$ cat config.mk
export PLATFORM = sky130hd
export DESIGN_NAME = dbg_trig_status
export DESIGN_NICKNAME = d
export VERILOG_FILES = /design/src/rtl/dbg_trig_pkg.sv /design/src/rtl/dbg_trig_status.sv
export SDC_FILE = /design/constraint.sdc
export NUM_CORES = 1
export LEC_CHECK = 0
export BUFFER_PORTS_ARGS = -buffer_cell sky130_fd_sc_hd__buf_2
export CELL_PAD_IN_SITES_DETAIL_PLACEMENT = 0
export CELL_PAD_IN_SITES_GLOBAL_PLACEMENT = 2
export CORE_MARGIN = 8
export CORE_UTILIZATION = 29
export DETAILED_ROUTE_END_ITERATION = 10
export GPL_TIMING_DRIVEN = 0
export PLACE_DENSITY_LB_ADDON = 0.15
export SYNTH_ARGS = -nofsm -noshare
export SYNTH_HDL_FRONTEND = slang
export SYNTH_SLANG_ARGS = --single-unit
$ cat constraint.sdc
create_clock -name CLK_I -period 1.9 [get_ports CLK_I]
set_input_delay 0.095 -clock CLK_I [delete_from_list [all_inputs] [get_ports CLK_I]]
set_output_delay 0.095 -clock CLK_I [all_outputs]
set_load 0.05 [all_outputs]
$ cat src/rtl/dbg_trig_pkg.sv
// Package with register map, field positions and reset values of the trigger and status logic.
package dbg_trig_pkg;
  localparam logic [3:0] ADDR_CONTROL  = 4'h0;
  localparam logic [3:0] ADDR_SETUP    = 4'h4;
  localparam logic [3:0] ADDR_STATUS   = 4'h8;
  localparam logic [3:0] ADDR_IRQ_STAT = 4'hc;
  localparam logic [3:0] ADDR_IRQ_MASK = 4'h0;

  localparam int CTL_ENABLE_BIT = 7;
  localparam int CTL_ARM_BIT    = 6;
  localparam int SET_TAG_BIT    = 7;
  localparam int SET_BEGIN_BIT  = 6;
  localparam int STS_AF_BIT     = 7;
  localparam int STS_BF_BIT     = 6;
  localparam int STS_RUN_ACTIVE_FLAG_BIT   = 5;

  localparam logic [7:0] SETUP_RESET   = 8'h00;
  localparam logic [7:0] SETUP_WMASK   = 8'hcf;
  localparam logic [3:0] FIFO_DEPTH    = 4'h8;
  localparam logic [1:0] RESP_OKAY     = 2'b00;
  localparam logic [1:0] RESP_SLVERR   = 2'b10;

  localparam logic [3:0] MODE_A_ONLY    = 4'h0;
  localparam logic [3:0] MODE_A_OR_B    = 4'h1;
  localparam logic [3:0] MODE_A_THEN_B  = 4'h2;
  localparam logic [3:0] MODE_EV_B      = 4'h3;
  localparam logic [3:0] MODE_A_THEN_EV = 4'h4;
  localparam logic [3:0] MODE_A_AND_B   = 4'h5;
  localparam logic [3:0] MODE_A_NOT_B   = 4'h6;
  localparam logic [3:0] MODE_INSIDE    = 4'h7;
  localparam logic [3:0] MODE_OUTSIDE   = 4'h8;

  // Interrupt status bits: run ended, trigger seen.
  localparam int IRQ_END_BIT  = 0;
  localparam int IRQ_TRIG_BIT = 1;
endpackage

$ cat src/rtl/dbg_trig_status.sv
// Trigger selection, run control and trace status of the debug trace unit.
//
// Operation
// - Setup register always readable; writable only while disarmed; bits 4,5 read zero.
// - Tag qualify set: a match triggers only when the matched opcode executes.
// - Begin/end select: 0 fills circularly until trigger, 1 trigger starts storage.
// - Event-only modes ignore begin/end select and act as begin traces.
// - Modes 0000 A only, 0001 A or B, 0010 A then B, 0011 event B.
// - Modes 0100 A then event B, 0101 A and B, 0110 A and not B.
// - Mode 0111 inside range A..B, mode 1000 outside range.
// - Mode codes 1001 through 1111 never trigger.
// - Trace status register is read-only; writes change nothing.
// - Match A flag clears at run start, sets on match A while armed.
// - Match B flag clears at run start, sets on match B while armed.
// - Run-active flag mirrors arm while enabled; cleared when a run ends.
// - Run ends on FIFO full in begin trace or trigger in end trace.
// - Writing zero to arm or enable ends the run at once.
// - Valid count clears at run start and holds FIFO words 0..8 at end.
// - Valid count never decrements on FIFO reads; host tracks its reads.
//
// Implementation choices: the AXI4-Lite interface to the registers and the address map.
`timescale 1ns/1ns
module dbg_trig_status
  import dbg_trig_pkg::*;
(
  input  wire logic        CLK_I,
  input  wire logic        RSTN_I,
  input  wire logic [4:0]  AWADDR_I,
  input  wire logic        AWVALID_I,
  output logic             AWREADY_O,
  input  wire logic [31:0] WDATA_I,
  input  wire logic [3:0]  WSTRB_I,
  input  wire logic        WVALID_I,
  output logic             WREADY_O,
  output logic [1:0]       BRESP_O,
  output logic             BVALID_O,
  input  wire logic        BREADY_I,
  input  wire logic [4:0]  ARADDR_I,
  input  wire logic        ARVALID_I,
  output logic             ARREADY_O,
  output logic [31:0]      RDATA_O,
  output logic [1:0]       RRESP_O,
  output logic             RVALID_O,
  input  wire logic        RREADY_I,
  input  wire logic        MATCH_A_I,
  input  wire logic        MATCH_B_I,
  input  wire logic        EXEC_A_I,
  input  wire logic        EXEC_B_I,
  input  wire logic        ADDR_GE_A_I,
  input  wire logic        ADDR_LE_B_I,
  input  wire logic        ACCESS_I,
  input  wire logic        FIFO_STORE_I,
  input  wire logic        FIFO_FULL_I,
  output logic             TRIGGER_O,
  output logic             STORE_EN_O,
  output logic             ARMED_O,
  output logic             IRQ_O
);

  logic [7:0] trigger_setup;
  logic       debug_unit_enable;
  logic       arm;
  logic       match_a_flag;
  logic       match_b_flag;
  logic [3:0] fifo_valid_words;
  logic [1:0] irq_status;
  logic [1:0] irq_mask;
  logic       a_seen;
  logic       storing;

  // Write channel capture: address and data accepted in either order.
  logic       aw_held;
  logic       w_held;
  logic [4:0] aw_addr;
  logic [31:0] w_data;
  logic [3:0] w_strb;
  logic       wr_fire;

  assign wr_fire = aw_held && w_held && !BVALID_O;

  always_ff @(posedge CLK_I or negedge RSTN_I) begin
    if (!RSTN_I) begin
      aw_held   <= 1'b0;
      w_held    <= 1'b0;
      aw_addr   <= 5'h00;
      w_data    <= 32'h0000_0000;
      w_strb    <= 4'h0;
      AWREADY_O <= 1'b0;
      WREADY_O  <= 1'b0;
      BVALID_O  <= 1'b0;
      BRESP_O   <= RESP_OKAY;
    end else begin
      AWREADY_O <= !aw_held && !(AWVALID_I && AWREADY_O);
      WREADY_O  <= !w_held && !(WVALID_I && WREADY_O);
      if (AWVALID_I && AWREADY_O) begin
        aw_held <= 1'b1;
        aw_addr <= AWADDR_I;
      end
      if (WVALID_I && WREADY_O) begin
        w_held <= 1'b1;
        w_data <= WDATA_I;
        w_strb <= WSTRB_I;
      end
      if (wr_fire) begin
        aw_held  <= 1'b0;
        w_held   <= 1'b0;
        BVALID_O <= 1'b1;
        BRESP_O  <= (aw_addr[4] && aw_addr[3:0] != ADDR_IRQ_MASK) ? RESP_SLVERR : RESP_OKAY;
      end else if (BVALID_O && BREADY_I) begin
        BVALID_O <= 1'b0;
      end
    end
  end

  logic wr_ctl;
  logic wr_setup;
  logic wr_istat;
  logic wr_imask;
  assign wr_ctl   = wr_fire && w_strb[0] && !aw_addr[4] && aw_addr[3:0] == ADDR_CONTROL;
  assign wr_setup = wr_fire && w_strb[0] && !aw_addr[4] && aw_addr[3:0] == ADDR_SETUP;
  assign wr_istat = wr_fire && w_strb[0] && !aw_addr[4] && aw_addr[3:0] == ADDR_IRQ_STAT;
  assign wr_imask = wr_fire && w_strb[0] && aw_addr[4] && aw_addr[3:0] == ADDR_IRQ_MASK;

  // Trigger qualification and mode decode.
  logic qual_a;
  logic qual_b;
  logic event_only;
  logic begin_trace;
  logic next_trig;
  logic [3:0] mode;

  assign mode   = trigger_setup[3:0];
  assign qual_a = trigger_setup[SET_TAG_BIT] ? EXEC_A_I : MATCH_A_I;
  assign qual_b = trigger_setup[SET_TAG_BIT] ? EXEC_B_I : MATCH_B_I;
  assign event_only  = (mode == MODE_EV_B) || (mode == MODE_A_THEN_EV);
  assign begin_trace = event_only || trigger_setup[SET_BEGIN_BIT];

  always_comb begin
    case (mode)
      MODE_A_ONLY:    next_trig = qual_a;
      MODE_A_OR_B:    next_trig = qual_a || qual_b;
      MODE_A_THEN_B:  next_trig = a_seen && qual_b;
      MODE_EV_B:      next_trig = qual_b;
      MODE_A_THEN_EV: next_trig = a_seen && qual_b;
      MODE_A_AND_B:   next_trig = qual_a && qual_b;
      MODE_A_NOT_B:   next_trig = qual_a && !qual_b;
      MODE_INSIDE:    next_trig = ACCESS_I && ADDR_GE_A_I && ADDR_LE_B_I;
      MODE_OUTSIDE:   next_trig = ACCESS_I && !(ADDR_GE_A_I && ADDR_LE_B_I);
      default:        next_trig = 1'b0;
    endcase
  end

  logic run_start;
  logic run_end;
  logic trig_hit;
  assign run_start = wr_ctl && w_data[CTL_ENABLE_BIT] && w_data[CTL_ARM_BIT] && !arm;
  assign trig_hit  = arm && next_trig;
  assign run_end   = arm && ((begin_trace && FIFO_FULL_I) || (!begin_trace && trig_hit));

  // Control: enable and arm.
  always_ff @(posedge CLK_I or negedge RSTN_I) begin
    if (!RSTN_I) begin
      debug_unit_enable <= 1'b0;
      arm               <= 1'b0;
    end else begin
      if (wr_ctl) begin
        debug_unit_enable <= w_data[CTL_ENABLE_BIT];
      end
      // A run end that meets a control write of ones in one cycle must still disarm.
      if (wr_ctl && (!w_data[CTL_ENABLE_BIT] || !w_data[CTL_ARM_BIT])) begin
        arm <= 1'b0;
      end else if (run_start) begin
        arm <= 1'b1;
      end else if (run_end) begin
        arm <= 1'b0;
      end
    end
  end

  // Setup register, writable only while disarmed.
  always_ff @(posedge CLK_I or negedge RSTN_I) begin
    if (!RSTN_I) begin
      trigger_setup <= SETUP_RESET;
    end else if (wr_setup && !arm) begin
      trigger_setup <= w_data[7:0] & SETUP_WMASK;
    end
  end

  // Sequence, flags and storage state of a run.
  always_ff @(posedge CLK_I or negedge RSTN_I) begin
    if (!RSTN_I) begin
      a_seen           <= 1'b0;
      match_a_flag     <= 1'b0;
      match_b_flag     <= 1'b0;
      fifo_valid_words <= 4'h0;
      storing          <= 1'b0;
    end else if (run_start) begin
      a_seen           <= 1'b0;
      match_a_flag     <= 1'b0;
      match_b_flag     <= 1'b0;
      fifo_valid_words <= 4'h0;
      storing          <= !begin_trace;
    end else if (arm) begin
      if (qual_a) begin
        a_seen       <= 1'b1;
        match_a_flag <= 1'b1;
      end
      if (qual_b) begin
        match_b_flag <= 1'b1;
      end
      if (begin_trace && next_trig) begin
        storing <= 1'b1;
      end
      if (run_end) begin
        storing <= 1'b0;
      end
      // Count saturates at the depth; FIFO reads never lower it.
      if (FIFO_STORE_I && storing && fifo_valid_words != FIFO_DEPTH) begin
        fifo_valid_words <= fifo_valid_words + 4'h1;
      end
    end
  end

  // Interrupts: run ended and trigger seen; set wins over clear.
  always_ff @(posedge CLK_I or negedge RSTN_I) begin
    if (!RSTN_I) begin
      irq_status <= 2'b00;
      irq_mask   <= 2'b00;
      IRQ_O      <= 1'b0;
    end else begin
      irq_status <= (irq_status & ~(wr_istat ? w_data[1:0] : 2'b00))
                    | {trig_hit, run_end};
      if (wr_imask) begin
        irq_mask <= w_data[1:0];
      end
      IRQ_O <= |(irq_status & irq_mask);
    end
  end

  always_ff @(posedge CLK_I or negedge RSTN_I) begin
    if (!RSTN_I) begin
      TRIGGER_O  <= 1'b0;
      STORE_EN_O <= 1'b0;
      ARMED_O    <= 1'b0;
    end else begin
      TRIGGER_O  <= trig_hit;
      STORE_EN_O <= storing && arm && !run_end;
      ARMED_O    <= arm && !run_end;
    end
  end

  // Read channel. Status register has no write path at all.
  logic [7:0] status_value;
  logic [31:0] next_rdata;
  logic        next_rerr;
  assign status_value = {match_a_flag, match_b_flag, arm && debug_unit_enable,
                         1'b0, fifo_valid_words};

  always_comb begin
    next_rdata = 32'h0000_0000;
    next_rerr  = 1'b0;
    if (ARADDR_I[4]) begin
      if (ARADDR_I[3:0] == ADDR_IRQ_MASK) begin
        next_rdata = {30'h0, irq_mask};
      end else begin
        next_rerr = 1'b1;
      end
    end else begin
      case (ARADDR_I[3:0])
        ADDR_CONTROL:  next_rdata = {24'h0, debug_unit_enable, arm, 6'h00};
        ADDR_SETUP:    next_rdata = {24'h0, trigger_setup};
        ADDR_STATUS:   next_rdata = {24'h0, status_value};
        ADDR_IRQ_STAT: next_rdata = {30'h0, irq_status};
        default:       next_rerr  = 1'b1;
      endcase
    end
  end

  always_ff @(posedge CLK_I or negedge RSTN_I) begin
    if (!RSTN_I) begin
      ARREADY_O <= 1'b0;
      RVALID_O  <= 1'b0;
      RDATA_O   <= 32'h0000_0000;
      RRESP_O   <= RESP_OKAY;
    end else begin
      ARREADY_O <= !RVALID_O && !(ARVALID_I && ARREADY_O);
      if (ARVALID_I && ARREADY_O) begin
        RVALID_O <= 1'b1;
        RDATA_O  <= next_rdata;
        RRESP_O  <= next_rerr ? RESP_SLVERR : RESP_OKAY;
      end else if (RVALID_O && RREADY_I) begin
        RVALID_O <= 1'b0;
      end
    end
  end

  // Checks.
  property p_setup_locked;
    @(posedge CLK_I) disable iff (!RSTN_I)
      arm |=> (trigger_setup == $past(trigger_setup)) || $past(!arm);
  endproperty
  a_setup_locked: assert property (p_setup_locked) else $error("setup changed while armed");

  property p_reserved_zero;
    @(posedge CLK_I) disable iff (!RSTN_I) trigger_setup[5:4] == 2'b00 && !status_value[4];
  endproperty
  a_reserved_zero: assert property (p_reserved_zero) else $error("reserved bits not zero");

  property p_no_trig_high;
    @(posedge CLK_I) disable iff (!RSTN_I) (arm && mode > MODE_OUTSIDE) |=> !TRIGGER_O;
  endproperty
  a_no_trig_high: assert property (p_no_trig_high) else $error("trigger in unused mode");

  property p_a_only;
    @(posedge CLK_I) disable iff (!RSTN_I)
      (arm && mode == MODE_A_ONLY && qual_a) |=> TRIGGER_O;
  endproperty
  a_a_only: assert property (p_a_only) else $error("A match missed");

  property p_start_clears;
    @(posedge CLK_I) disable iff (!RSTN_I)
      run_start |=> !match_a_flag && !match_b_flag && fifo_valid_words == 4'h0;
  endproperty
  a_start_clears: assert property (p_start_clears)
    else $error("run start did not clear");

  property p_end_disarms;
    @(posedge CLK_I) disable iff (!RSTN_I) run_end |=> !arm ##0 !ARMED_O;
  endproperty
  a_end_disarms: assert property (p_end_disarms) else $error("run end kept arm");

  property p_manual_stop;
    @(posedge CLK_I) disable iff (!RSTN_I)
      (wr_ctl && !(w_data[CTL_ENABLE_BIT] && w_data[CTL_ARM_BIT])) |=> !arm;
  endproperty
  a_manual_stop: assert property (p_manual_stop) else $error("manual stop ignored");

  property p_count_no_drop;
    @(posedge CLK_I) disable iff (!RSTN_I)
      !run_start |=> fifo_valid_words >= $past(fifo_valid_words)
                     && fifo_valid_words <= FIFO_DEPTH;
  endproperty
  a_count_no_drop: assert property (p_count_no_drop)
    else $error("count fell or overflowed");

  property p_begin_event;
    @(posedge CLK_I) disable iff (!RSTN_I)
      (arm && event_only && FIFO_FULL_I) |=> !arm;
  endproperty
  a_begin_event: assert property (p_begin_event) else $error("event mode not begin trace");

  property p_tag_blocks;
    @(posedge CLK_I) disable iff (!RSTN_I)
      (arm && trigger_setup[SET_TAG_BIT] && mode == MODE_A_ONLY && !EXEC_A_I) |=> !TRIGGER_O;
  endproperty
  a_tag_blocks: assert property (p_tag_blocks) else $error("untaken opcode triggered");

  property p_outside;
    @(posedge CLK_I) disable iff (!RSTN_I)
      (arm && mode == MODE_OUTSIDE && ACCESS_I && !(ADDR_GE_A_I && ADDR_LE_B_I)) |=> TRIGGER_O;
  endproperty
  a_outside: assert property (p_outside) else $error("outside access missed");

  property p_event_store;
    @(posedge CLK_I) disable iff (!RSTN_I)
      (arm && event_only && next_trig) |=> storing || !arm;
  endproperty
  a_event_store: assert property (p_event_store) else $error("storage not started");

  property p_idle_count;
    @(posedge CLK_I) disable iff (!RSTN_I)
      (!arm && !run_start) |=> fifo_valid_words == $past(fifo_valid_words);
  endproperty
  a_idle_count: assert property (p_idle_count) else $error("count moved while idle");

  c_run_end:  cover property (@(posedge CLK_I) disable iff (!RSTN_I) run_end);
  c_seq_ab:   cover property (@(posedge CLK_I) disable iff (!RSTN_I)
                 arm && mode == MODE_A_THEN_B && next_trig);
  c_full_cnt: cover property (@(posedge CLK_I) disable iff (!RSTN_I)
                 fifo_valid_words == FIFO_DEPTH);
  c_irq:      cover property (@(posedge CLK_I) disable iff (!RSTN_I) IRQ_O);

endmodule

; Word-level counts from Yosys, hierarchy flattened
; Index checks and enable logic that the tools add are counted.
; W data, S select, Z words.
[op_classes]
multipliers = 0
div = 0
reduce_logical = 82
n_eq_ne = 14
muxes = 36
n_lt_le_gt_ge = 0
shifts = 0
add_sub_neg = 1
bitwise_logic = 4
[op_table]
columns = op, n
row1 = $logic_and A1 B1 Y1, 41
row2 = $mux W32, 1
row3 = $pmux W8 S4, 1
row4 = $mux W1, 26
row5 = $eq A4 B3 Y1 const B, 6
row6 = $eq A4 B4 Y1 const B, 4
row7 = $reduce_bool A2 Y1, 8
row8 = $logic_not A1 Y1, 15
row9 = $logic_not A4 Y1, 3
row10 = $mux W4, 3
row11 = $eq A4 B2 Y1 const B, 2
row12 = $mux W2, 4
row13 = $pmux W1 S8, 1
row14 = $reduce_and A2 Y1, 4
row15 = $reduce_bool A3 Y1, 2
row16 = $logic_or A1 B1 Y1, 5
row17 = $add A4 B1 Y4 const B, 1
row18 = $and A2 B2 Y2, 2
row19 = $eq A4 B1 Y1 const B, 1
row20 = $ne A4 B4 Y1 const B, 1
row21 = $reduce_bool A4 Y1, 1
row22 = $reduce_or A2 Y1, 2
row23 = $reduce_or A4 Y1, 1
row24 = $not A2 Y2, 1
row25 = $or A2 B2 Y2, 1
[totals]
register_bits = 80
mem_bits_ro = 0
memories = 0
ram_bits = 0
latch_bits = 0

; Logic depth before layout (Yosys ltp)
; Gate-level depths: netlist of the first run.
[logic_depth]
ltp_word = 11
depth_mapped = 6
mapped_depth_nobuf = 6

; Worst setup path after synthesis of the first run
; No wires, ideal clock.
[synth_path]
path_kind = reg2reg
from = reg BVALID_O
to = reg storing
n_path_buf = 1
required_ns = 1.763
setup_ns = 0.137
synth_period_minus_slack_ns = 1.945
arrival_ns = 1.809
path_stages_with_launch = 7
slack_ns = -0.045
cell_sequence = dfrtp_1 and3b_1 clkbuf_1 and4b_1 nand4_1 a21boi_0 a311oi_1
[synth_between]
elab_chain_cells = 10
word_cells_on_any_way = 12
classes_between = mux (1) / reduce/logical (11)
[synth_lines]
columns = item, line
row1 = "start, declared", dbg_trig_status.sv:36  ; output logic BVALID_O,
row2 = "start signal, assigned", dbg_trig_status.sv:90  ; BVALID_O <= 1'b0;
row3 = "start signal, assigned", dbg_trig_status.sv:107  ; BVALID_O <= 1'b1;
row4 = "start signal, assigned", dbg_trig_status.sv:110  ; BVALID_O <= 1'b0;
row5 = $logic_not A1 Y1 *, dbg_trig_status.sv:79  ; assign wr_fire = aw_held && w_held && !BVALID_O;
row6 = $logic_and A1 B1 Y1 *, dbg_trig_status.sv:79
row7 = $logic_and A1 B1 Y1 * (3 in series), dbg_trig_status.sv:119  ; assign wr_ctl = wr_fire && w_strb[0] && !aw_addr[4] && aw_addr[3:0] == ADDR_CONTROL;
row8 = $logic_and A1 B1 Y1 * (3 in series), dbg_trig_status.sv:156  ; assign run_start = wr_ctl && w_data[CTL_ENABLE_BIT] && w_data[CTL_ARM_BIT] && !arm;
row9 = $reduce_bool A3 Y1 (no source line) or $reduce_bool A2 Y1 (tied branches), n/a
row10 = $reduce_and A2 Y1 (no source line), n/a
row11 = "end signal, assigned", dbg_trig_status.sv:202  ; storing <= !begin_trace;
row12 = "end, declared", dbg_trig_status.sv:69  ; logic storing;
; Mark *: on every way between the ends. The rest lies on a longest branch, timed or not.
; A chain may end at the register's enable or synchronous reset.

; Worst setup path after layout of the first run
[layout_path]
from = reg trigger_setup[7]
to = reg STORE_EN_O
[layout_between]
elab_chain_cells = 10
word_cells_on_any_way = 14
classes_between = mux (3) / reduce/logical (11)
[layout_lines]
columns = item, line
row1 = "start, declared", dbg_trig_status.sv:60  ; logic [7:0] trigger_setup;
row2 = "start signal, assigned", dbg_trig_status.sv:185  ; trigger_setup <= w_data[7:0] & SETUP_WMASK;
row3 = $mux W1, dbg_trig_status.sv:134  ; assign qual_b = trigger_setup[SET_TAG_BIT] ? EXEC_B_I : MATCH_B_I;
row4 = $logic_not A1 Y1, dbg_trig_status.sv:146  ; MODE_A_NOT_B: next_trig = qual_a && !qual_b;
row5 = $logic_and A1 B1 Y1, dbg_trig_status.sv:146
row6 = $pmux W1 S8 *, dbg_trig_status.sv:139  ; case (mode)
row7 = $logic_and A1 B1 Y1 *, dbg_trig_status.sv:157  ; assign trig_hit = arm && next_trig;
row8 = $logic_and A1 B1 Y1 *, dbg_trig_status.sv:158  ; assign run_end = arm && ((begin_trace && FIFO_FULL_I) || (!begin_trace && trig_hit));
row9 = $logic_or A1 B1 Y1 *, dbg_trig_status.sv:158
row10 = $logic_and A1 B1 Y1 *, dbg_trig_status.sv:158
row11 = $logic_not A1 Y1 *, dbg_trig_status.sv:247  ; STORE_EN_O <= storing && arm && !run_end;
row12 = $logic_and A1 B1 Y1 *, dbg_trig_status.sv:247
row13 = "end signal, assigned", dbg_trig_status.sv:247
row14 = "end, declared", dbg_trig_status.sv:55  ; output logic STORE_EN_O,
; Marks and branches as above.

==> impl_results.md, run 1 <==
* Status: complete, no violations
* Dominant cells by area after synthesis: dfrtp_1, mux2_2, buf_4
* Full die area at 12,100 sq um
* Final Skew at 0.0118 ns
* Clk sinks at slightly above 50
* CTS tree: yes
* Final setup violation count at 0
* Vias in the first global route at 2,025
* Rows at 34
* Core area at 8640 sq um
* Setup_tns at 0 ns
* Most frequent cells after synthesis: dfrtp_1, buf_4, mux2_2
* Count leader, synth: dfrtp_1
* Total grt overflow at 0
* RSZ-0062 raised after global routing: yes
* Max VDD drop at 665 uV
* Slew @ Worst Pin at 1.15 ns
* Critical Path, Cell by Cell: mux2_4, and3_4, o311ai_4, a21oi_4, a2111oi_4
* Fill count at between 900 and 1,000
* Layout area overhead at 28.9%
* Max-slew headroom at 23.6%
* Crit path DAT at a little over 2 ns
* Starting DRC count in detailed routing at 40
* DR vias at 1,945
* Share of cells above drive strength 1 at 40.8%
* Tcrit/Tclk final at 98.0%
* Sequential Area at 1280 sq um
* Crit path max-delay cell type: dfrtp_2
* Leak Pwr at approximately 0.0016 uW
* Gpl congestion at 0.736
* Warnings, synthesis at 0
* CTS H-Tree Depth at 2
* Nets@finish at 384
* Predominant post-synthesis flop cell: dfrtp_1
* Asr flop ratio synth at 100%
* Max-cap violation count at 0
* Placed Area at 3050 sq um
* Gate count of the mapped netlist at ~230
* Peak Freq at 537 MHz
* Multi-input logic area at 1220 sq um
* Router iterations before antenna repair at 4
* Worst skew pair latency at 0.30 ns
* Starting Density at 29.7%
* DP Cell Count at 416
* Pwr Density at 1380 nW/um^2
* Seq cells post-synth at 51
* Synth top area share at 49.7%
* Syn Area/Cell at 11.0 sq um
* # DRC at 0
* Final WL at 6230 um
* WL/cell at 14.5 um
* Worst EP required at 2.09 ns
* Crit path time final at ~1.9 ns
* I/O pin count at 107
* Avg Vias per Cell at 4.53
* Synthesized cell area at 2570 sq um
* CP Max Fanout at 5
* Post-DRT Antenna Nets at 0
* N_diodes at 0
* First-pass GRT wire length at 10,100 um
* HPWL Detailed at 4780 um
* R2r setup slk at 0.04 ns
* HP Class: in2reg
* Post-synthesis sequential area ratio at 49.7%
* Final hold violation count at 0
* Die W at 110 um
* Total global-route track usage at approximately a tenth
* Slowest stage delay, CP at 0.46 ns
* EDFF count, synth at 0
* Slew Limit Fails at 0
* WS Path Type: reg2reg
* Largest net degree at the start of global routing at 52
* Fin area at 3310 sq um
* Clock slew seen by the registers of the worst setup and hold paths at roughly 0.10 ns
* CTS root buffer: clkbuf_8
* CTS buffer count at 5
* Startpoint types: register
* CP Capture Type: register
* Port Buffer Count at 49
* Clock Path Buffers at 2
* Antenna violations before repair at 0
* Post-synth top area cell: dfrtp_1
* Final Non-Filler Cells at 429
* Cell variety after synth at just under 50
* Die H at 110 um
layer usage:
metal	track usage, %	vias to the layer above	wire (um)
li1	-	958	-
met1	13.6	923	2810
met2	16.7	60	2830
met3	3.26	4	542
met4	2.00	0	42
met5	0	-	0
final timing paths:
check,cells after the start,end,from
min in group asynchronous,1,TRIGGER_O,RSTN_I
setup / recovery,5,STORE_EN_O,trigger_setup[7]
setup reg to reg,5,STORE_EN_O,trigger_setup[7]
hold / removal,2,aw_addr[0],AWADDR_I[0]
max in group asynchronous,1,BVALID_O,RSTN_I
hold reg to reg,1,ARREADY_O,RVALID_O
critical path, delay by kind of cell, from the launching register on:
kind	cells	cell delay, ns
compound gates	3	0.74
flops	1	0.46
mux	1	0.35
simple gates	1	0.19
timing repair:
item | in CTS | in global routing
hold buffers | 5 | 0
buffers inserted | 3 | 0
resized for setup | 6 | 12
endpoints found under the hold margin | 5 | 0
endpoints found under the setup margin | 17 | 10
pin swaps | 3 | 0
cells in the final DEF (no fill, tap or decap), types with 2 or more instances in the layout:
cell type | netlist | layout
a21oi_1 | 5 | 5
nor3_1 | 2 | 2
nand3_1 | 4 | 4
nand2_1 | 20 | 20
mux2_2 | 21 | 21
a22o_1 | 10 | 10
nand4_1 | 5 | 5
nor2_1 | 9 | 9
nor4_4 | 0 | 2
a21o_1 | 2 | 2
inv_1 | 10 | 10
clkbuf_8 | 0 | 5
dfrtp_2 | 0 | 2
o21ai_0 | 13 | 13
ha_1 | 2 | 2
dlygate4sd3_1 | 0 | 5
clkbuf_1 | 6 | 4
a22oi_1 | 2 | 2
nand2b_1 | 3 | 3
nor2b_1 | 4 | 4
mux2i_1 | 4 | 3
buf_4 | 27 | 30
conb_1 | 1 | 27
buf_2 | 1 | 50
dfrtp_1 | 51 | 49
stage by stage:
stage	util [%]	worst slack [ns]	power (uW)	hold WS, ns
after detailed placement	35.3	-0.221	3660	0.273
after global routing	38.4	-0.0207	4860	0.0134
after CTS	37.7	-0.00233	4510	0.0106
after global placement	35.3	-0.265	3640	0.270
after floorplan	-	0.0409	3170	-0.201
final	38.4	0.0381	4560	0.0147
registers in the layout, summed over array words and instances, names as in the netlist, 2 cells and up:
| register | flops |
|---|---|
| RDATA_O | 7 |
| trigger_setup | 6 |
| w_data | 6 |
| aw_addr | 5 |
| fifo_valid_words | 4 |
| irq_mask | 2 |
| irq_status | 2 |
cell families after synthesis:
logic type               after synthesis  share of synthesized area [%]
AND/OR/NAND/NOR                       62                           13.5
flip-flops                            51                           49.7
AO/OA/AOI/OAI                         46                           13.5
buffers and inverters                 44                           10.4
multiplexers                          26                           11.3
adder cells (fa/ha/maj)                2                          0.974
other                                  1                          0.146
XOR/XNOR                               1                          0.341
area by class of cell:
type,count,area share (%)
well taps,108,4.08
clock inverters,1,0.907
repair buffers,57,9.60
inverters,10,1.13
clock buffers,7,2.30
plain buffers,31,6.65
flip-flops and latches,51,38.6
multi-input cells,164,36.7
where the power goes:
| part | internal [uW] | switching [uW] |
|---|---|---|
| sequential | 1480 | 404 |
| combinational | 742 | 1170 |
| clock | 395 | 362 |
No activity file was read; power rests on OpenSTA's default activity.
==> run 2: changes to the inputs <==
ABC_AREA = 1   (was default)
CORE_UTILIZATION = 26   (was 29)
==> run 2 against run 1 <==
- non-clock buffer count rose by 4
- hold slack got worse by 0.0071 ns
- sequential share of layout area down 0.68 points
- die area up 12%
- worst setup slack better by 0.27 ns
- synthesized cell count grew 36%
- first-iteration DRC count is 110% higher
- critical path type unchanged
==> impl_results.md, run 2 <==
* Status: complete, no violations
* Max FFs per register at 7 (unchanged)
* Starting Density at 26.8% (-2.9 points)
* Final Non-Filler Cells at 547 (+28%)
* Slew Limit Fails at 0 (unchanged)
* Cts-stage hold buffer count at 12 (+7)
* WL/cell at 12.1 um (-17%)
* Largest net degree at the start of global routing at 52 (unchanged)
* Peak Freq at 627 MHz (+17%)
* Post-synthesis sequential area ratio at 48.5% (-1.2 points)
* Simple-Gate Fraction of Synth Area at 26.2% (+13 points)
* Post-CTS Setup Inserts at 0 (-3)
* DR vias at 2,227 (+14%)
* Core area at 9820 sq um (+14%)
* XOR/XNOR Fraction of Synth Area at 0.666% (+0.32 points)
* Crit path time final at 1.60 ns (-0.266 ns)
* I/O pin count at 107 (unchanged)
* # DRC at 0 (unchanged)
* Biggest register: RDATA_O
* Clk sinks at 51 (unchanged)
* Most common cell after layout, fill and taps aside: nand2_1
* Antenna violations before repair at 0 (unchanged)
* Port Buffer Count at 50 (+2.0%)
* Nets@finish at 477 (+24%)
* Gpl congestion at 0.756 (+2.7%)
* Total grt overflow at 0 (unchanged)
* Most frequent cells in the layout: nand2_1, dfrtp_1, buf_2
* CTS buffer count at 5 (unchanged)
* Adder-cell share of the synthesized area at 0.951% (-0.023 points)
* Final hold violation count at 0 (unchanged)
* CP Capture Type: register
* Post-synthesis compound-gate area fraction at 9.94% (-3.6 points)
* Worst EP required at 2.10 ns (about the same)
* WS Path Type: reg2reg
* DP Cell Count at 527 (+27%)
* Synthesized cell area at 2630 sq um (+2.4%)
* Die H at 117 um (+5.9%)
* R2r setup slk at 0.30 ns (+0.27 ns)
* Leak Pwr at 0.00180 uW (+11%)
* EDFF count, synth at 0 (unchanged)
* Full die area at 13,600 sq um (+12%)
* Layout area overhead at 27.9%
* Syn Area/Cell at 8.27 sq um (-25%)
* Die W at 117 um (+5.9%)
* Crit path DAT at 1.79 ns (-0.26 ns)
* Gate count of the mapped netlist at 318 (+36%)
* Count leader, synth: nand2_1
* HPWL Detailed at 5240 um (+9.7%)
* Clock slew seen by the registers of the worst setup and hold paths at 0.10 ns (about the same)
* N_diodes at 0 (unchanged)
* Seq cells post-synth at 51 (unchanged)
* Startpoint types: register
* Mux cell area share after synthesis at 0% (-11 points)
* Predominant post-synthesis flop cell: dfrtp_1
* Post-synth top area cell: dfrtp_1
* CTS H-Tree Depth at 2 (unchanged)
* Pwr Density at 1190 nW/um^2 (-13%)
* Final Skew at 0.00872 ns (-0.00309 ns)
* Router iterations before antenna repair at 4 (unchanged)
* Overall power at 4010 uW (-12%)
* Total global-route track usage at 10.4% (-0.024 points)
* Asr flop ratio synth at 100% (unchanged)
* CP Max Fanout at 4 (-1)
* Largest regs: RDATA_O x7, trigger_setup x6, w_data x6
* Max-slew headroom at 22.2% (-1.4 points)
* Clock Path Buffers at 2 (unchanged)
* Setup_tns at 0 ns (unchanged)
* CTS tree: yes
* Final setup violation count at 0 (unchanged)
* Number of gates resized after CTS at 0 (-6)
* Worst skew pair latency at 0.30 ns (about the same)
* Share of cells above drive strength 1 at 25.6% (-15 points)
* Dominant cells by area after synthesis: dfrtp_1, nand2_1, buf_4
* Cell variety after synth at 35 (-29%)
* Starting DRC count in detailed routing at 82 (+110%)
* Vias in the first global route at 2,261 (+12%)
* HP Class: in2reg
* CTS root buffer: clkbuf_8
* Avg Vias per Cell at 4.07 (-10%)
* Post-DRT Antenna Nets at 0 (unchanged)
* Tcrit/Tclk final at 84.0% (-14 points)
* Warnings, synthesis at 0 (unchanged)
* Rows at 36 (+5.9%)
* First-pass GRT wire length at 11,100 um (+10%)
* Synth top area share at 48.5% (-1.2 points)
* RSZ-0062 raised after global routing: no
* Max VDD drop at 577 uV (-13%)
* Final WL at 6620 um (+6.3%)
* Max-cap violation count at 0 (unchanged)
* Main combinational cell family by area after synthesis: simple AND/OR/NAND/NOR gates
* Slew @ Worst Pin at 1.17 ns (+0.0206 ns)
* Most frequent cells after synthesis: nand2_1, dfrtp_1, nor2_1
[run 2: changes by cell type after synthesis, moves of 5 or more]
| cell | before | now |
|---|---|---|
| clkbuf_1 | 6 | 1 |
| inv_1 | 10 | 31 |
| mux2_2 | 21 | 0 |
| nor2_1 | 9 | 32 |
| o21ai_0 | 13 | 27 |
| nand2_2 | 0 | 6 |
| a22o_1 | 10 | 1 |
| nand3_1 | 4 | 13 |
| nand2_1 | 20 | 82 |
[run 2: path summary, 6_finish.rpt]
kind / from / to / cells after the start
max: trigger_setup[2] / storing / 12
min: WDATA_I[1] / w_data[1] / 3
max reg2reg: trigger_setup[2] / storing / 12
min reg2reg: RVALID_O / ARREADY_O / 1
max in group asynchronous: RSTN_I / aw_held / 1
min in group asynchronous: RSTN_I / RDATA_O[6] / 1
[run 2: cell type report]
type | instances | area (sq um)
Timing Repair Buffer | 62 | 370
Sequential cell | 51 | 1280
Tap cell | 133 | 166
Clock inverter | 2 | 16.3
Fill cell | 1089 | 6450
Multi-Input combinational cell | 227 | 1090
Clock buffer | 6 | 82.6
Inverter | 36 | 135
Buffer | 30 | 223
[run 2: power breakdown]
part / internal, uW / switching [uW]
clock network: 298 / 373
registers: 1440 / 250
logic: 470 / 1180
total: 2210 / 1800
[run 2: through the flow]
| step | hold WS (ns) | setup slack, ns | cell area [sq um] | utilization (%) |
|---|---|---|---|---|
| after floorplan | -0.201 | 0.243 | 2730 | - |
| final | 0.00757 | 0.304 | 3360 | 34.3 |
| after detailed placement | 0.275 | 0.303 | 3150 | 32.0 |
| after CTS | 0.00143 | 0.271 | 3360 | 34.3 |
| after global placement | 0.268 | 0.288 | 3150 | 32.0 |
| after global routing | 0.0216 | 0.0937 | 3360 | 34.3 |
[run 2: cells by family after synthesis]
| group | count (synthesis) |
|---|---|
| AOI/OAI and AO/OA | 46 |
| buffers and inverters | 66 |
| DFF | 51 |
| adders and majority gates | 2 |
| and+or+nand+nor | 150 |
| xor gates and xnor gates | 2 |
| other | 1 |
[run 2: critical path, stage by stage, from the launching register on]
cell      delay (ns)
dfrtp_1         0.41
inv_1           0.17
nand2_1         0.07
nor2_1          0.14
nand2_1         0.08
nand3_1         0.09
nor2_1          0.05
nand2_2         0.08
nand3b_1        0.07
nand2_1         0.12
nand2_2         0.08
nand2_1         0.07
nand2_1         0.04
[run 2: routing by layer]
| metal | share of wire, % | global-route usage, % |
|---|---|---|
| met5 | 0 | 0 |
| met4 | 0.56 | 1.79 |
| met3 | 5.3 | 2.64 |
| met2 | 48 | 17.3 |
| met1 | 46 | 13.4 |
==> run 3: changes to the inputs <==
clock period = 1.6 ns   (was 1.9 ns; I/O delays follow)
==> run 3 against run 2 <==
- the run now ends with hold timing left
- combinational power grew 27%
- hold slack got worse by 0.013 ns
- critical path depth decreased by 3
- maximum frequency increased by 5.1%
==> impl_results.md, run 3 (synthesized netlist as in run 2, its figures left out) <==
* Largest delay share family, worst path: simple AND/OR/NAND/NOR gates
* Setup slack at placement at -0.00600 ns (-0.309 ns)
* Worst skew pair latency at 0.30 ns (about the same)
* Max FFs per register at 7 (unchanged)
* Starting Density at 26.8% (unchanged)
* Total global-route track usage at 10.3% (-0.10 points)
* CTS tree: yes
* Final setup violation count at 0 (unchanged)
* Largest regs: RDATA_O x7, trigger_setup x6, w_data x6
* Rows at 36 (unchanged)
* WS Path Type: reg2reg
* Biggest register: RDATA_O
* Gpl congestion at 0.782 (+3.4%)
* Vias in the first global route at 2,271 (+0.44%)
* Slew @ Worst Pin at 1.15 ns (-0.0138 ns)
* # DRC at 0 (unchanged)
* Core area at 9820 sq um (unchanged)
* Layout area overhead at 33.9%
* Pwr Density at 1390 nW/um^2 (+17%)
* Slew Limit Fails at 0 (unchanged)
* Final hold violation count at 3 (+3)
* CTS root buffer: clkbuf_8
* WL/cell at 12.0 um (-1.2%)
* Starting DRC count in detailed routing at 85 (+3.7%)
* Leak Pwr at 0.00188 uW (+4.3%)
* Final WL at 6700 um (+1.2%)
* Most frequent CP cell: nand2_4
* Final Skew at 0.00814 ns (-0.000578 ns)
* Antenna violations before repair at 0 (unchanged)
* Final Worst Setup Slack at 0.0821 ns (-0.222 ns)
* Max-cap violation count at 0 (unchanged)
* Crit path time final at 1.52 ns (-0.0777 ns)
* Nets@finish at 490 (+2.7%)
* Peak Freq at 659 MHz (+5.1%)
* WHS at -0.00559 ns (-0.0132 ns)
* RSZ-0062 raised after global routing: yes
* CTS H-Tree Depth at 2 (unchanged)
* Total grt overflow at 0 (unchanged)
* Most common cell after layout, fill and taps aside: nand2_1
* N_diodes at 0 (unchanged)
* Share of cells above drive strength 1 at 31.6% (+6.0 points)
* Full die area at 13,600 sq um (unchanged)
* Worst EP required at 1.79 ns (-0.31 ns)
* Die H at 117 um (unchanged)
* Avg Vias per Cell at 3.96 (-2.7%)
* CP Buf/Inv Count at 1 (unchanged)
* First-pass GRT wire length at 11,000 um (-0.99%)
* Port Buffer Count at 50 (unchanged)
* Clock slew seen by the registers of the worst setup and hold paths at 0.10 ns (about the same)
* CTS buffer count at 5 (unchanged)
* Status: complete, but fails checks
* Crit path max-delay cell type: dfrtp_2
* Clk sinks at 51 (unchanged)
* Critical Path, Cell by Cell: inv_2, nand3_4, nor2_4, nand2_4, nor2_4, nand2_4, nor2_8, nand2_4, a22o_2
* HP Class: in2async
* I/O pin count at 107 (unchanged)
* Max VDD drop at 692 uV (+20%)
* Max-slew headroom at 23.1% (+0.92 points)
* CP Max Fanout at 5 (+1)
* DR vias at 2,218 (-0.40%)
* HPWL Detailed at 5240 um (-0.12%)
* Slowest stage delay, CP at 0.42 ns (about the same)
* Clock Path Buffers at 2 (unchanged)
* Post-DRT Antenna Nets at 0 (unchanged)
* Most frequent cells in the layout: nand2_1, buf_2, dfrtp_1
* Crit path DAT at 1.71 ns (-0.08 ns)
* Tcrit/Tclk final at 94.9% (+11 points)
* CP Capture Type: register
* Die W at 117 um (unchanged)
* Largest net degree at the start of global routing at 52 (unchanged)
* Failing checks: hold timing
* Startpoint types: register
* Router iterations before antenna repair at 4 (unchanged)
-- run 3: changes by cell type in the layout (fill, tap and decap cells not counted), sizes merged --
cell / delta
dlygate4sd3: +2
inv: +1
buf: +11
clkinv: -1
-- run 3: through the flow --
stage	setup TNS, ns	util [%]	total power [uW]	std cells	area, sq um
4_1_cts	0	34.6	4860	550	3400
6_report	0	35.9	4910	560	3520
2_1_floorplan	0	-	3480	344	2730
3_5_place_dp	-0.0109	32.0	4010	527	3150
3_3_place_gp	-0.0127	32.0	4000	527	3150
5_1_grt	-0.128	35.9	5320	560	3520
-- run 3: what timing repair did --
action / in CTS / in global routing
gates resized for setup: 2 / 21
hold buffers: 14 / 0
pin swaps: 1 / 10
endpoints found under the setup margin: 2 / 17
buffers inserted: 1 / 10
hold endpoints to repair: 14 / 0
-- run 3: area by class of cell --
cell class | instances | area [sq um]
Sequential cell | 51 | 1280
Tap cell | 133 | 166
Clock buffer | 6 | 82.6
Clock inverter | 2 | 16.3
Inverter | 36 | 135
Multi-Input combinational cell | 227 | 1140
Buffer | 30 | 225
Fill cell | 1092 | 6300
Timing Repair Buffer | 75 | 473
-- run 3: routing by layer --
metal / share of wire (%) / track usage [%]
met3: 5.9 / 2.84
met5: 0 / 0
met2: 46 / 16.5
met1: 47 / 13.3
met4: 0.58 / 2.56
-- run 3: path summary, 6_finish.rpt --
| kind | from | end | slack (ns) | depth (start not counted) |
|---|---|---|---|---|
| max in group asynchronous | RSTN_I | trigger_setup[1] | 0.81 | 1 |
| min reg2reg | RVALID_O | ARREADY_O | 0.44 | 1 |
| max | BVALID_O | match_b_flag | 0.08 | 9 |
| min in group CLK_I | WVALID_I | w_data[3] | 0.07 | 4 |
| min | RSTN_I | fifo_valid_words[1] | -0.006 | 1 |
| max reg2reg | BVALID_O | match_b_flag | 0.08 | 9 |
-- run 3: worst register-to-register path, stage by stage (launching register included) --
cell     delay, ns
dfrtp_2       0.42
inv_2         0.07
nand3_4       0.08
nor2_4        0.14
nand2_4       0.07
nor2_4        0.16
nand2_4       0.09
nor2_8        0.10
nand2_4       0.08
a22o_2        0.21
-- run 3: where the power goes --
group | internal [uW] | switching, uW
clock | 354 | 435
combinational | 644 | 1450
sequential | 1710 | 308
